### config.mk
export PLATFORM = sky130hd
export DESIGN_NAME = fiw_flash_iap
export DESIGN_NICKNAME = d
export VERILOG_FILES = /design/src/shared/fiw_pkg.sv /design/src/shared/fiw_wbuf_if.sv /design/src/rtl/fiw_flash_iap.sv /design/src/rtl/fiw_wbuf_mem.sv /design/src/rtl/fiw_unlock.sv
export SDC_FILE = /design/constraint.sdc
export NUM_CORES = 1
export LEC_CHECK = 0
export BUFFER_PORTS_ARGS = -buffer_cell sky130_fd_sc_hd__buf_2
export CAP_MARGIN = 20
export CORE_AREA = 2 2 223 225
export CTS_BUF_LIST = sky130_fd_sc_hd__clkbuf_16
export DETAILED_ROUTE_END_ITERATION = 6
export DIE_AREA = 0 0 225 227
export GPL_TIMING_DRIVEN = 1
export PLACE_DENSITY_LB_ADDON = 0.1
export SYNTH_ARGS = -nofsm -noshare
export SYNTH_HDL_FRONTEND = slang
export SYNTH_SLANG_ARGS = --single-unit
### constraint.sdc
create_clock -name clk_in -period 4.05 [get_ports clk_in]
set_input_delay 0.6075 -clock clk_in [delete_from_list [all_inputs] [get_ports clk_in]]
set_output_delay 0.6075 -clock clk_in [all_outputs]
set_load 0.02 [all_outputs]
### src/shared/fiw_pkg.sv
package fiw_pkg;

    // array geometry
    localparam int ADDR_W = 13;
    localparam int PAGE_W = 5;
    localparam int BUF_DEPTH = 32;
    localparam int WORD_W = 16;
    localparam int BYTE_W = 8;
    localparam int REG_AW = 4;

    // register offsets on the byte-wide register port
    localparam logic [3:0] REG_CTRL0 = 4'h0;
    localparam logic [3:0] REG_CTRL2 = 4'h1;
    localparam logic [3:0] REG_ADDR_LO = 4'h2;
    localparam logic [3:0] REG_ADDR_HI = 4'h3;
    localparam logic [3:0] REG_DW_FIRST = 4'h4;
    localparam logic [3:0] REG_DW0_HI = 4'h5;
    localparam logic [3:0] REG_DW_LAST = 4'hb;

    // field positions
    localparam int CTRL0_PERM_BIT = 7;
    localparam int CTRL0_MODE_LSB = 4;
    localparam int CTRL0_UNLOCK_BIT = 3;
    localparam int CTRL0_TRIG_BIT = 2;
    localparam int CTRL2_CLR_BIT = 0;

    // reset values
    localparam logic [7:0] BYTE_RST = 8'h00;
    localparam logic [2:0] MODE_RST = 3'h0;

    typedef enum logic [2:0] {
        FIW_MODE_WRITE = 3'b000,
        FIW_MODE_ERASE = 3'b001,
        FIW_MODE_READ = 3'b011,
        FIW_MODE_UNLOCK = 3'b110
    } fiw_mode_t;

    typedef enum logic [1:0] {
        FIW_IDLE = 2'b00,
        FIW_SCAN = 2'b01,
        FIW_WAIT = 2'b10
    } fiw_state_t;

    // unlock key, words one to three, low then high bytes
    localparam logic [7:0] KEY_W1_LO = 8'h00;
    localparam logic [7:0] KEY_W2_LO = 8'h0d;
    localparam logic [7:0] KEY_W3_LO = 8'hc3;
    localparam logic [7:0] KEY_W1_HI = 8'h04;
    localparam logic [7:0] KEY_W2_HI = 8'h09;
    localparam logic [7:0] KEY_W3_HI = 8'h40;

    // timing
    localparam int CLK_MHZ = 100;
    localparam int ERASE_TIME_US = 3200;
    localparam int WRITE_TIME_US = 2200;
    localparam int UNLOCK_TIME_US = 20;
    localparam int ERASE_CYCLES = ERASE_TIME_US * CLK_MHZ;
    localparam int WRITE_CYCLES = WRITE_TIME_US * CLK_MHZ;
    localparam int UNLOCK_CYCLES = UNLOCK_TIME_US * CLK_MHZ;
    localparam int CNT_W = 20;

endpackage

### src/shared/fiw_wbuf_if.sv
`timescale 1ns/1ps
interface fiw_wbuf_if;
    logic wr_en;
    logic [fiw_pkg::PAGE_W-1:0] wr_idx;
    logic [fiw_pkg::WORD_W-1:0] wr_data;
    logic clr;
    logic [fiw_pkg::PAGE_W-1:0] rd_idx;
    logic [fiw_pkg::WORD_W-1:0] rd_data;
    logic rd_tag;

    modport ctrl(output wr_en, output wr_idx, output wr_data, output clr, output rd_idx,
                 input rd_data, input rd_tag);
    modport mem(input wr_en, input wr_idx, input wr_data, input clr, input rd_idx,
                output rd_data, output rd_tag);
endinterface

### src/rtl/fiw_flash_iap.sv
// Strobed register access and the register offsets are this design's own decisions.
`timescale 1ns/1ps
module fiw_flash_iap #(
    parameter int ADDR_W = fiw_pkg::ADDR_W,
    parameter int ERASE_CYCLES = fiw_pkg::ERASE_CYCLES,
    parameter int WRITE_CYCLES = fiw_pkg::WRITE_CYCLES,
    parameter int UNLOCK_CYCLES = fiw_pkg::UNLOCK_CYCLES
) (
    input wire logic clk_in,
    input wire logic rst_in,
    input wire logic [fiw_pkg::REG_AW-1:0] addr_in,
    input wire logic [7:0] wdata_in,
    input wire logic wr_in,
    input wire logic rd_in,
    output logic [7:0] rdata_out,
    output logic flash_wr_out,
    output logic [ADDR_W-1:0] flash_addr_out,
    output logic [fiw_pkg::WORD_W-1:0] flash_wdata_out,
    output logic flash_busy_out
);
    localparam int PW = fiw_pkg::PAGE_W;

    fiw_wbuf_if wbuf ();

    logic [7:0] data_lo_reg [4];
    logic [7:0] data_hi_reg [4];
    logic [ADDR_W-1:0] addr_reg;
    logic [2:0] mode_reg;
    logic perm_reg;
    logic trig_reg;
    logic clr_reg;
    logic [7:0] rdata_reg;
    fiw_pkg::fiw_state_t state_reg;
    logic [PW-1:0] idx_reg;
    logic op_erase_reg;
    logic [fiw_pkg::CNT_W-1:0] cnt_reg;
    logic pend_reg;
    logic [PW-1:0] pend_idx_reg;
    logic flash_wr_reg;
    logic [ADDR_W-1:0] flash_addr_reg;
    logic [fiw_pkg::WORD_W-1:0] flash_wdata_reg;

    logic wr_ctrl0;
    logic wr_ctrl2;
    logic load;
    logic unlock_start;
    logic unlock_busy;
    logic unlock_grant;
    logic op_ok;
    logic done;
    logic [5:0] key_wr;

    function automatic logic dw_hit(input logic [3:0] a);
        return a >= fiw_pkg::REG_DW_FIRST && a <= fiw_pkg::REG_DW_LAST;
    endfunction

    function automatic logic [1:0] dw_word(input logic [3:0] a);
        logic [3:0] off;
        off = a - fiw_pkg::REG_DW_FIRST;
        return off[2:1];
    endfunction

    // next address, held at the last word of the page
    function automatic logic [ADDR_W-1:0] next_addr(input logic [ADDR_W-1:0] a);
        if (&a[PW-1:0]) begin
            return a;
        end
        return ADDR_W'(a + 1'b1);
    endfunction

    assign wr_ctrl0 = wr_in && addr_in == fiw_pkg::REG_CTRL0;
    assign wr_ctrl2 = wr_in && addr_in == fiw_pkg::REG_CTRL2;
    assign load = wr_in && addr_in == fiw_pkg::REG_DW0_HI;
    assign unlock_start = wr_ctrl0 && wdata_in[fiw_pkg::CTRL0_UNLOCK_BIT]
        && wdata_in[fiw_pkg::CTRL0_MODE_LSB+:3] == fiw_pkg::FIW_MODE_UNLOCK;

    // key byte write strobes: words one to three low, then high
    always_comb begin
        key_wr = 6'h00;
        if (wr_in && dw_hit(addr_in) && dw_word(addr_in) != 2'd0) begin
            if (addr_in[0]) begin
                key_wr[3'd3 - 3'(dw_word(addr_in))] = 1'b1;
            end else begin
                key_wr[3'd6 - 3'(dw_word(addr_in))] = 1'b1;
            end
        end
    end

    fiw_unlock #(
        .TIME_CYCLES(UNLOCK_CYCLES)
    ) u_unlock (
        .clk_in(clk_in),
        .rst_in(rst_in),
        .start_in(unlock_start),
        .key_wr_in(key_wr),
        .key_in({data_lo_reg[1], data_lo_reg[2], data_lo_reg[3],
                 data_hi_reg[1], data_hi_reg[2], data_hi_reg[3]}),
        .busy_out(unlock_busy),
        .grant_out(unlock_grant)
    );

    fiw_wbuf_mem #(
        .DEPTH(fiw_pkg::BUF_DEPTH),
        .W(fiw_pkg::WORD_W)
    ) u_wbuf (
        .clk_in(clk_in),
        .rst_in(rst_in),
        .bus(wbuf.mem)
    );

    // buffer slot follows the in-page address bits
    assign wbuf.wr_en = load;
    assign wbuf.wr_idx = addr_reg[PW-1:0];
    assign wbuf.wr_data = {wdata_in, data_lo_reg[0]};
    assign wbuf.clr = clr_reg;
    assign wbuf.rd_idx = idx_reg;

    always_ff @(posedge clk_in) begin
        if (rst_in) begin
            for (int i = 0; i < 4; i++) begin
                data_lo_reg[i] <= fiw_pkg::BYTE_RST;
                data_hi_reg[i] <= fiw_pkg::BYTE_RST;
            end
        end else if (wr_in && dw_hit(addr_in)) begin
            if (addr_in[0]) begin
                data_hi_reg[dw_word(addr_in)] <= wdata_in;
            end else begin
                data_lo_reg[dw_word(addr_in)] <= wdata_in;
            end
        end
    end

    always_ff @(posedge clk_in) begin
        if (rst_in) begin
            addr_reg <= '0;
        end else if (wr_in && addr_in == fiw_pkg::REG_ADDR_LO) begin
            addr_reg[7:0] <= wdata_in;
        end else if (wr_in && addr_in == fiw_pkg::REG_ADDR_HI) begin
            addr_reg[ADDR_W-1:8] <= wdata_in[ADDR_W-9:0];
        end else if (load) begin
            addr_reg <= next_addr(addr_reg);
        end
    end

    always_ff @(posedge clk_in) begin
        if (rst_in) begin
            mode_reg <= fiw_pkg::MODE_RST;
        end else if (wr_ctrl0) begin
            mode_reg <= wdata_in[fiw_pkg::CTRL0_MODE_LSB+:3];
        end
    end

    // a grant in the same cycle as a software clear wins
    always_ff @(posedge clk_in) begin
        if (rst_in) begin
            perm_reg <= 1'b0;
        end else if (unlock_grant) begin
            perm_reg <= 1'b1;
        end else if (wr_ctrl0 && !wdata_in[fiw_pkg::CTRL0_PERM_BIT]) begin
            perm_reg <= 1'b0;
        end
    end

    always_ff @(posedge clk_in) begin
        if (rst_in) begin
            clr_reg <= 1'b0;
        end else if (wr_ctrl2 && wdata_in[fiw_pkg::CTRL2_CLR_BIT]) begin
            clr_reg <= 1'b1;
        end else begin
            clr_reg <= 1'b0;
        end
    end

    // a new trigger is taken only when idle, so set and done never meet
    always_ff @(posedge clk_in) begin
        if (rst_in) begin
            trig_reg <= 1'b0;
        end else if (wr_ctrl0 && wdata_in[fiw_pkg::CTRL0_TRIG_BIT] && !trig_reg) begin
            trig_reg <= 1'b1;
        end else if (done) begin
            trig_reg <= 1'b0;
        end
    end

    assign op_ok = perm_reg && (mode_reg == fiw_pkg::FIW_MODE_WRITE || mode_reg == fiw_pkg::FIW_MODE_ERASE);
    assign done = (state_reg == fiw_pkg::FIW_IDLE && trig_reg && !op_ok)
        || (state_reg == fiw_pkg::FIW_WAIT && cnt_reg == '0);

    always_ff @(posedge clk_in) begin
        if (rst_in) begin
            state_reg <= fiw_pkg::FIW_IDLE;
            idx_reg <= '0;
            op_erase_reg <= 1'b0;
            cnt_reg <= '0;
        end else begin
            unique case (state_reg)
                fiw_pkg::FIW_IDLE: begin
                    idx_reg <= '0;
                    if (trig_reg && op_ok) begin
                        state_reg <= fiw_pkg::FIW_SCAN;
                        op_erase_reg <= mode_reg == fiw_pkg::FIW_MODE_ERASE;
                    end
                end
                fiw_pkg::FIW_SCAN: begin
                    idx_reg <= PW'(idx_reg + 1'b1);
                    if (&idx_reg) begin
                        state_reg <= fiw_pkg::FIW_WAIT;
                        cnt_reg <= op_erase_reg ? fiw_pkg::CNT_W'(ERASE_CYCLES - 1)
                                                : fiw_pkg::CNT_W'(WRITE_CYCLES - 1);
                    end
                end
                fiw_pkg::FIW_WAIT: begin
                    cnt_reg <= cnt_reg - 1'b1;
                    if (cnt_reg == '0) begin
                        state_reg <= fiw_pkg::FIW_IDLE;
                    end
                end
                default: begin
                    state_reg <= fiw_pkg::FIW_IDLE;
                end
            endcase
        end
    end

    // buffer read data arrive one cycle after the slot index
    always_ff @(posedge clk_in) begin
        if (rst_in) begin
            pend_reg <= 1'b0;
            pend_idx_reg <= '0;
        end else begin
            pend_reg <= state_reg == fiw_pkg::FIW_SCAN;
            pend_idx_reg <= idx_reg;
        end
    end

    // untagged slots never reach the array
    always_ff @(posedge clk_in) begin
        if (rst_in) begin
            flash_wr_reg <= 1'b0;
            flash_addr_reg <= '0;
            flash_wdata_reg <= '0;
        end else begin
            flash_wr_reg <= pend_reg && wbuf.rd_tag && perm_reg;
            flash_addr_reg <= {addr_reg[ADDR_W-1:PW], pend_idx_reg};
            flash_wdata_reg <= op_erase_reg ? '0 : wbuf.rd_data;
        end
    end

    always_ff @(posedge clk_in) begin
        if (rst_in) begin
            rdata_reg <= 8'h00;
        end else if (!rd_in) begin
            rdata_reg <= 8'h00;
        end else if (dw_hit(addr_in)) begin
            rdata_reg <= addr_in[0] ? data_hi_reg[dw_word(addr_in)] : data_lo_reg[dw_word(addr_in)];
        end else begin
            unique case (addr_in)
                fiw_pkg::REG_CTRL0: rdata_reg <= {perm_reg, mode_reg, unlock_busy, trig_reg, 2'b00};
                fiw_pkg::REG_CTRL2: rdata_reg <= {7'h00, clr_reg};
                fiw_pkg::REG_ADDR_LO: rdata_reg <= addr_reg[7:0];
                fiw_pkg::REG_ADDR_HI: rdata_reg <= 8'(addr_reg >> 8);
                default: rdata_reg <= 8'h00;
            endcase
        end
    end

    assign rdata_out = rdata_reg;
    assign flash_wr_out = flash_wr_reg;
    assign flash_addr_out = flash_addr_reg;
    assign flash_wdata_out = flash_wdata_reg;
    assign flash_busy_out = trig_reg;
endmodule

### src/rtl/fiw_wbuf_mem.sv
`timescale 1ns/1ps
module fiw_wbuf_mem #(
    parameter int DEPTH = fiw_pkg::BUF_DEPTH,
    parameter int W = fiw_pkg::WORD_W
) (
    input wire logic clk_in,
    input wire logic rst_in,
    fiw_wbuf_if.mem bus
);
    logic [W-1:0] word_mem [DEPTH];
    logic [DEPTH-1:0] tag_reg;
    logic [W-1:0] rd_data_reg;
    logic rd_tag_reg;

    // clearing only the tags empties the buffer in one cycle without a wide reset
    // a load in the clear cycle still tags its slot, so back-to-back writes are not lost
    always_ff @(posedge clk_in) begin
        if (rst_in) begin
            tag_reg <= '0;
        end else begin
            tag_reg <= (bus.clr ? '0 : tag_reg) | (DEPTH'(bus.wr_en) << bus.wr_idx);
        end
    end

    always_ff @(posedge clk_in) begin
        if (bus.wr_en) begin
            word_mem[bus.wr_idx] <= bus.wr_data;
        end
    end

    always_ff @(posedge clk_in) begin
        if (rst_in) begin
            rd_data_reg <= '0;
            rd_tag_reg <= 1'b0;
        end else begin
            rd_tag_reg <= tag_reg[bus.rd_idx] && !bus.clr;
            rd_data_reg <= tag_reg[bus.rd_idx] ? word_mem[bus.rd_idx] : '0;
        end
    end

    assign bus.rd_data = rd_data_reg;
    assign bus.rd_tag = rd_tag_reg;
endmodule

### src/rtl/fiw_unlock.sv
`timescale 1ns/1ps
module fiw_unlock #(
    parameter int TIME_CYCLES = fiw_pkg::UNLOCK_CYCLES
) (
    input wire logic clk_in,
    input wire logic rst_in,
    input wire logic start_in,
    input wire logic [5:0] key_wr_in,
    input wire logic [47:0] key_in,
    output logic busy_out,
    output logic grant_out
);
    logic [fiw_pkg::CNT_W-1:0] cnt_reg;
    logic [5:0] seen_reg;
    logic done_reg;
    logic key_ok;

    // key_in packs low bytes of words one to three, then their high bytes
    assign key_ok = key_in == {fiw_pkg::KEY_W1_LO, fiw_pkg::KEY_W2_LO, fiw_pkg::KEY_W3_LO,
                               fiw_pkg::KEY_W1_HI, fiw_pkg::KEY_W2_HI, fiw_pkg::KEY_W3_HI};

    always_ff @(posedge clk_in) begin
        if (rst_in) begin
            busy_out <= 1'b0;
            cnt_reg <= '0;
        end else if (start_in) begin
            busy_out <= 1'b1;
            cnt_reg <= fiw_pkg::CNT_W'(TIME_CYCLES - 1);
        end else if (busy_out) begin
            cnt_reg <= cnt_reg - 1'b1;
            if (cnt_reg == '0) begin
                busy_out <= 1'b0;
            end
        end
    end

    // stale key bytes left from an earlier try must not grant by themselves
    always_ff @(posedge clk_in) begin
        if (rst_in || start_in) begin
            seen_reg <= '0;
        end else if (busy_out) begin
            seen_reg <= seen_reg | key_wr_in;
        end
    end

    always_ff @(posedge clk_in) begin
        if (rst_in || start_in) begin
            done_reg <= 1'b0;
            grant_out <= 1'b0;
        end else begin
            grant_out <= busy_out && !done_reg && (&seen_reg) && key_ok;
            if (busy_out && (&seen_reg) && key_ok) begin
                done_reg <= 1'b1;
            end
        end
    end
endmodule

==> flow_metrics.env, run 1 <==
export IMPL_status="finished clean"
export IMPL_drc=0
export IMPL_critPathLaunchType="flip-flop"
export IMPL_cts_resized=0
export IMPL_synth_cell_types=69
export IMPL_insertion_delay_ns=0.62
export IMPL_synth_cells=1899
export IMPL_path_cells="ha_1 -> and3_1 -> ha_1 -> nor4bb_1 -> nor2_1 -> a31oi_1 -> o21ai_1 -> a21oi_1"
export IMPL_htreeDepth=3
export IMPL_critPathBufInv=0
export IMPL_grt_setup_unrepaired="false"
export IMPL_slowest_delay_ns=0.86
export IMPL_cp_top_family="simple AND/OR/NAND/NOR gates"
export IMPL_p_comb_frac=0.025
export IMPL_antenna_found_initial=2
export IMPL_cts_clk_slew_worst_paths_ns=0.06
export IMPL_gp_congestion=0.8521
export IMPL_rows=81
export IMPL_crit_type="reg2reg"
export IMPL_irDropWorstVdd_mv=0.4017
export IMPL_slowest_stage="dfxtp_4"
export IMPL_area_growth_pct=11.75
export IMPL_drt_iter0_markers=1693
export IMPL_wl_mm=69.08
export IMPL_cts_root_buffer="clkbuf_16"
export IMPL_grt_pass1_wl_mm=102.6
export IMPL_synth_edf_count=576
export IMPL_maxSlewHeadroom=0.2546
export IMPL_synth_area_per_cell_sq_um=15.72
export IMPL_dieArea_sq_um=51080
export IMPL_period_share=0.7461
export IMPL_ys_warn_count=0
export IMPL_cts_made_buffers=73
export IMPL_cts_sinks=745
export IMPL_min_path_type="in2reg"
export IMPL_synth_area_leaders="edfxtp_1 58%, dfxtp_1 11%, mux4_2 10%, mux2i_1 1.9%, nor2_1 1.9%"
export IMPL_dr_pass1_iters=5
export IMPL_largest_register="u_wbuf.word_mem"
export IMPL_fin_skew_ns=0.03026
export IMPL_swShare=0.2051
export IMPL_core_area_sq_um=48550
export IMPL_worstPathRequired_ns=4.58
export IMPL_synthesis_nets=1932
export IMPL_grtUsageTotal=0.2761
export IMPL_cp_common_cell="ha_1"
export IMPL_setup_violations=0
export IMPL_p_seq_frac=0.548
export IMPL_slew_violations=0
export IMPL_syn_area_sq_um=29840
export IMPL_cts_hold_buf=0
export IMPL_async_flop_share=0
export IMPL_diodes=0
export IMPL_vias=16950
export IMPL_p_leak_nw=11.07
export IMPL_hold_viol=0
export IMPL_pwr_share_clk=0.427
export IMPL_post_drt_wl_per_cell_um=25.82
export IMPL_drive_gt1_frac=0.2002
export IMPL_nets=2026
export IMPL_drtAntennaViolNets=0
export IMPL_grt_max_degree=77
export IMPL_ys_seq_elements=745
export IMPL_grt_pass1_vias=16650
export IMPL_seq_area_frac_synth=0.6929
export IMPL_p_sw_w=0.003114
export IMPL_postCtsSetupRepairBufs=0
export IMPL_end_kind="flip-flop"
export IMPL_vias_per_cell=6.336
export IMPL_final_util=0.6870
export IMPL_period_minus_slack_ns=3.022
export IMPL_power_density_nw_per_um2=455.3
export IMPL_die_x_um=225
export IMPL_grt_ovfl_total=0
export IMPL_p_int_w=0.01207
export IMPL_setup_tns_final_ns=0
export IMPL_synth_flop_cell="edfxtp_1"
export IMPL_fp_dieH_um=227
export IMPL_worst_slew_pin_slew_ns=1.118
export IMPL_largest_register_ffs=512
export IMPL_fmax_mhz=330.9
export IMPL_yosysTopAreaCell="edfxtp_1"
export IMPL_cts_tree="built"
export IMPL_maxCapViolations=0
export IMPL_ios=55
export IMPL_yosys_area_top_type_share=0.5795
export IMPL_start_util=0.6148
export IMPL_port_buffers=54
export IMPL_cts_buffer_depth=3
export IMPL_worstPathMaxFanout=39
export IMPL_place_hpwl_mm=41.81
export IMPL_critical_path_arrival_ns=3.55
-- cell usage after synthesis (21+ instances only) --
library cell  count
a211oi_1         25
a21oi_1          72
dfxtp_1         169
nor2b_1          58
mux2i_1          57
nor2_1          149
nor3_1           23
o21ai_0          29
and2_1           81
clkbuf_1         70
mux2_2           24
edfxtp_1        576
nand2_1         108
mux4_2          136
nand4_1          27
buf_2            21
and3_1           23
-- worst min-delay path, delay by kind of cell --
kind                   cells  cell delay (ns)
AND/OR/NAND/NOR            2             0.25
buffers and inverters      1             0.12
-- cell type report --
cell class	instances	area (sq um)
well taps	622	778.2
clock buffers	77	1927
fillers	3224	15190
inverters	16	60.06
flip-flops and latches	745	20690
multi-input cells	1030	8646
clock inverters	58	372.9
repair buffers	127	878.3
-- cell families after synthesis --
family | after synthesis | synth area share
DFF | 745 | 0.6929
and+or+nand+nor | 566 | 0.1002
muxes | 219 | 0.1320
AOI/OAI and AO/OA | 197 | 0.04092
buffers and inverters | 124 | 0.01773
xor gates and xnor gates | 31 | 0.009097
adders and majority gates | 17 | 0.007127
-- through the flow --
step | worst slack, ns | instance area [sq um] | instances | power, W | hold WS, ns
3_3_place_gp | 0.7307 | 31020 | 2539 | 0.008840 | 0.4068
5_1_grt | 0.7519 | 33350 | 2675 | 0.01557 | 0.4227
4_1_cts | 0.9926 | 33320 | 2674 | 0.01528 | 0.3717
6_report | 1.028 | 33350 | 2675 | 0.01519 | 0.4007
3_5_place_dp | 0.5680 | 31020 | 2539 | 0.008851 | 0.4097
2_1_floorplan | 0.7702 | 29840 | 1899 | 0.008646 | 0.3986
-- power groups by stage --
stage / Combinational (W) / Sequential (W) / Clock (W)
floorplan: 0.000158 / 0.00849 / 0
global placement: 0.000361 / 0.00848 / 0
global route: 0.000400 / 0.00832 / 0.00686
finish: 0.000378 / 0.00832 / 0.00649
CTS: 0.000373 / 0.00832 / 0.00659
detailed placement: 0.000372 / 0.00848 / 0
-- layer usage --
metal | vias to the layer above | GRT usage | routed length [um] | part of all wire
met4 | 4 | 0.09784 | 2340 | 0.034
met1 | 8550 | 0.3846 | 28020 | 0.41
met2 | 760 | 0.4439 | 33470 | 0.48
met5 | - | 0 | 27 | 0.00039
met3 | 157 | 0.05176 | 5216 | 0.076
li1 | 7479 | - | - | -
-- path summary, 6_finish.rpt --
path | from | endpoint | slack (ns) | depth (start not counted)
max reg2reg | idx_reg[0]$_SDFFE_PP0P_ | cnt_reg[11]$_SDFFE_PP0P_ | 1.03 | 8
max | idx_reg[0]$_SDFFE_PP0P_ | cnt_reg[11]$_SDFFE_PP0P_ | 1.03 | 8
min | addr_in[0] | clr_reg$_SDFF_PP0_ | 0.40 | 3
min reg2reg | u_unlock.done_reg$_SDFFE_PP0P_ | u_unlock.grant_out$_SDFF_PP0_ | 0.42 | 1
-- placed cells by master, fill, tap and decap left out, drive strengths merged, types with 5 or more instances in the layout --
cell,Yosys,layout
nor4,13,13
buf,38,127
a31oi,12,12
and3,23,23
a21oi,72,72
nand4,27,27
mux4,137,137
nand2b,6,6
o22ai,16,16
a22oi,8,8
nor2b,58,58
nor3b,7,7
nor3,24,24
xor2,19,19
edfxtp,576,576
nor4bb,5,5
nand2,108,108
or2,8,8
nand3,15,15
o21ai,35,35
nor4b,8,8
a211oi,25,25
clkinv,2,29
inv,14,38
mux2,25,25
nand3b,8,8
ha,17,17
dfxtp,169,169
and2,81,81
nor2,151,151
mux2i,57,57
xnor2,12,12
clkbuf,70,77
(Power assumes the default switching activity.)
==> run 2, diff against run 1 <==
--- a/config.mk
+++ b/config.mk
@@ -5,12 +5,13 @@
 export SDC_FILE = /design/constraint.sdc
 export NUM_CORES = 1
 export LEC_CHECK = 0
+export ABC_AREA = 1
 export BUFFER_PORTS_ARGS = -buffer_cell sky130_fd_sc_hd__buf_2
 export CAP_MARGIN = 20
-export CORE_AREA = 2 2 223 225
+export CORE_AREA = 2 2 243 245
 export CTS_BUF_LIST = sky130_fd_sc_hd__clkbuf_16
 export DETAILED_ROUTE_END_ITERATION = 6
-export DIE_AREA = 0 0 225 227
+export DIE_AREA = 0 0 245 247
 export GPL_TIMING_DRIVEN = 1
 export PLACE_DENSITY_LB_ADDON = 0.1
 export SYNTH_ARGS = -nofsm -noshare
==> constraint.sdc (replaced) <==
create_clock -name clk_in -period 2.5 [get_ports clk_in]
set_input_delay 0.375 -clock clk_in [delete_from_list [all_inputs] [get_ports clk_in]]
set_output_delay 0.375 -clock clk_in [all_outputs]
set_load 0.02 [all_outputs]
==> run 2 against run 1 <==
Net effect: first-iteration DRC count rose by 38%; critical path type unchanged; largest cell class unchanged; register-to-register slack got worse by 0.78 ns; sequential power rose by 62%; non-clock buffer count rose by 40; via count rose by 43%; die area up 18%; core utilization fell by 5.5 points; synthesized cell count grew 87%; global-route usage increased by 2.2 points.
==> flow_metrics.env, run 2 <==
export IMPL_worstPathRequired_ns=3.05
export IMPL_end_kind="flip-flop"
export IMPL_cts_resized=0
export IMPL_cts_tree="built"
export IMPL_worst_slew_pin_slew_ns=0.6547
export IMPL_yosysTopAreaCell="edfxtp_1"
export IMPL_yosys_cell_count_top_type="nand2_1"
export IMPL_synth_flop_cell="edfxtp_1"
export IMPL_cp_endpoint="addr_reg[1]$_SDFFE_PP0P_"
export IMPL_fin_skew_ns=0.02916
export IMPL_critical_path_arrival_ns=2.80
export IMPL_cts_buffer_depth=3
export IMPL_drt_iter0_markers=2336
export IMPL_synth_edf_count=576
export IMPL_fin_cells=4477
export IMPL_grt_max_degree=116
export IMPL_critPathLaunchType="flip-flop"
export IMPL_core_area_sq_um=58240
export IMPL_fp_dieH_um=247
export IMPL_path_cells="ha_1 -> inv_1 -> nor2_1 -> ha_1 -> or2_1 -> nand2_2 -> inv_1 -> o21ai_1 -> a21oi_1"
export IMPL_drc=0
export IMPL_cts_made_buffers=78
export IMPL_busiest_layer="met2"
export IMPL_grt_ovfl_total=0
export IMPL_pwr_share_clk=0.447
export IMPL_synth_area_leaders="edfxtp_1 53%, nand2_1 12%, dfxtp_1 10%, nand3_1 6.9%, inv_1 6.1%"
export IMPL_status="finished clean"
export IMPL_postCtsSetupRepairBufs=0
export IMPL_dieArea_sq_um=60520
export IMPL_maxCapViolations=0
export IMPL_p_leak_nw=15.72
export IMPL_dr_pass1_iters=6
export IMPL_syn_area_sq_um=32810
export IMPL_setup_tns_final_ns=0
export IMPL_diodes=0
export IMPL_fill_cells=4846
export IMPL_period_share=0.8992
export IMPL_seq_area_sq_um=20690
export IMPL_slew_violations=0
export IMPL_p_sw_w=0.005403
export IMPL_port_buffers=54
export IMPL_rows=89
export IMPL_synth_cell_types=42
export IMPL_grt_pass1_vias=23160
export IMPL_cp_top_family="simple AND/OR/NAND/NOR gates"
export IMPL_cts_clk_slew_worst_paths_ns=0.06
export IMPL_globalRouteMet2Util=0.4825
export IMPL_reg2reg_depth=9
export IMPL_ios=55
export IMPL_p_seq_frac=0.526
export IMPL_maxSlewHeadroom=0.5624
export IMPL_power_density_nw_per_um2=695.3
export IMPL_area_growth_pct=12.19
export IMPL_multi_input_area_sq_um=9170
export IMPL_post_drt_wl_per_cell_um=20.07
export IMPL_report_power_total_w=0.02559
export IMPL_irDropWorstVdd_mv=0.8013
export IMPL_htreeDepth=3
export IMPL_critPathBufInv=2
export IMPL_ys_seq_elements=745
export IMPL_gr_usage_met1=0.4136
export IMPL_gp_congestion=0.9104
export IMPL_place_inst=4333
export IMPL_place_hpwl_mm=57.04
export IMPL_grtUsageTotal=0.2985
export IMPL_drtAntennaViolNets=0
export IMPL_drive_gt1_frac=0.08666
export IMPL_vias_per_cell=5.433
export IMPL_largest_register="u_wbuf.word_mem"
export IMPL_cts_sinks=745
export IMPL_grt_setup_unrepaired="false"
export IMPL_largest_register_ffs=512
export IMPL_antenna_found_initial=0
export IMPL_async_flop_share=0
export IMPL_min_path_type="in2reg"
export IMPL_insertion_delay_ns=0.63
export IMPL_layout_commonest_cell="nand2_1"
export IMPL_cts_root_buffer="clkbuf_16"
export IMPL_nets=3673
export IMPL_die_x_um=245
export IMPL_start_util=0.5634
export IMPL_p_int_w=0.02019
export IMPL_cts_hold_buf=0
export IMPL_fmax_mhz=444.8
export IMPL_slowest_delay_ns=0.53
export IMPL_hold_viol=0
export IMPL_period_minus_slack_ns=2.248
export IMPL_r2r_end="addr_reg[1]$_SDFFE_PP0P_"
export IMPL_met3_usage=0.03571
export IMPL_grt_pass1_wl_mm=135.6
export IMPL_crit_type="reg2reg"
export IMPL_synth_cells=3546
export IMPL_p_comb_frac=0.027
export IMPL_ys_warn_count=0
export IMPL_setup_violations=0
export IMPL_critPathLaunch="addr_reg[0]$_SDFFE_PP0P_"
export IMPL_swShare=0.2111
export IMPL_synth_area_per_cell_sq_um=9.253
export IMPL_worstPathMaxFanout=9
export IMPL_path_depth=9
export IMPL_synthTopCellsByCount="1076 x nand2_1, 576 x edfxtp_1, 537 x inv_1, 453 x nand3_1, 239 x nor2_1"
export IMPL_ff2ff_setup_slack_ns=0.25
export IMPL_yosys_area_top_type_share=0.5272
export IMPL_seq_area_frac_synth=0.6303
export IMPL_synthesis_nets=3579
export IMPL_final_cell_mix="1076 x nand2_1, 576 x edfxtp_1, 552 x inv_1"
export IMPL_worstHoldPathCells=1
export IMPL_wl_mm=89.84
export IMPL_slowest_stage="dfxtp_1"
export IMPL_regToRegStartpoint="addr_reg[0]$_SDFFE_PP0P_"
export IMPL_vias=24320
==> run 2: changes by cell type after synthesis, moves of 58 or more <==
cell | before | now
nand2_1 | 108 | 1076
inv_1 | 14 | 537
nor2_1 | 149 | 239
nand3_1 | 15 | 453
mux4_2 | 136 | 0
nor2b_1 | 58 | 0
and2_1 | 81 | 0
==> run 2: how the worst min path moves through the flow <==
stage / startpoint / endpoint / slack [ns]
final: wdata_in[6] / u_wbuf.word_mem[11][14]$_DFFE_PP_ / 0.11
after global routing: wdata_in[6] / u_wbuf.word_mem[11][14]$_DFFE_PP_ / 0.09
after CTS: wdata_in[6] / u_wbuf.word_mem[11][14]$_DFFE_PP_ / 0.07
after detailed placement: pend_idx_reg[1]$_SDFF_PP0_ / flash_addr_out[1]$_SDFF_PP0_ / 0.40
after global placement: pend_idx_reg[0]$_SDFF_PP0_ / flash_addr_out[0]$_SDFF_PP0_ / 0.39
after floorplan: pend_idx_reg[0]$_SDFF_PP0_ / flash_addr_out[0]$_SDFF_PP0_ / 0.39
==> run 2: stage by stage <==
stage / utilization / hold WS, ns / area, sq um / worst slack (ns)
floorplan: - / 0.3883 / 32810 / 0.1573
global placement: 0.5888 / 0.3946 / 34290 / 0.2531
detailed placement: 0.5888 / 0.4012 / 34290 / 0.2388
CTS: 0.6320 / 0.07124 / 36810 / 0.3043
global route: 0.6320 / 0.09065 / 36810 / 0.04466
finish: 0.6320 / 0.1052 / 36810 / 0.2519
==> run 2: worst reg2reg max path: cells and delay by family, from the launching register on <==
kind,cells,cell delay (ns)
AND/OR/NAND/NOR,3,0.63
buffers and inverters,2,0.29
adder cells (fa/ha/maj),2,0.52
AO/OA/AOI/OAI,2,0.20
flip-flops,1,0.53
==> run 2: area by class of cell <==
class | count | share of cell area
Clock buffer | 82 | 0.05574
Clock inverter | 62 | 0.01271
Inverter | 569 | 0.05829
Multi-Input combinational cell | 2079 | 0.2491
Sequential cell | 745 | 0.5620
Tap cell | 773 | 0.02627
Timing Repair Buffer | 167 | 0.03583
==> run 2: cells by family (layout without fill, tap and decap cells) <==
| group | count (synthesis) | in the layout | share of synthesized area |
|---|---|---|---|
| compound gates | 202 | 202 | 0.03520 |
| xor+xnor | 10 | 10 | 0.002669 |
| flops | 745 | 745 | 0.6303 |
| fa+ha+maj | 17 | 17 | 0.006482 |
| buf+inv | 722 | 880 | 0.09026 |
| simple gates | 1850 | 1850 | 0.2351 |
==> run 2: routing by layer <==
layer	up-vias	wire length, um
met5	-	0
met4	0	3304
met3	177	6946
met1	11460	37590
li1	11620	-
met2	1059	42000
==> run 2: power by group through the flow <==
stage / Sequential (W) / Combinational (W) / Clock [W]
after floorplan: 0.0138 / 0.000257 / 0
after global routing: 0.0135 / 0.000731 / 0.0121
after CTS: 0.0135 / 0.000686 / 0.0116
after global placement: 0.0137 / 0.000672 / 0
after detailed placement: 0.0137 / 0.000684 / 0
final: 0.0135 / 0.000694 / 0.0114
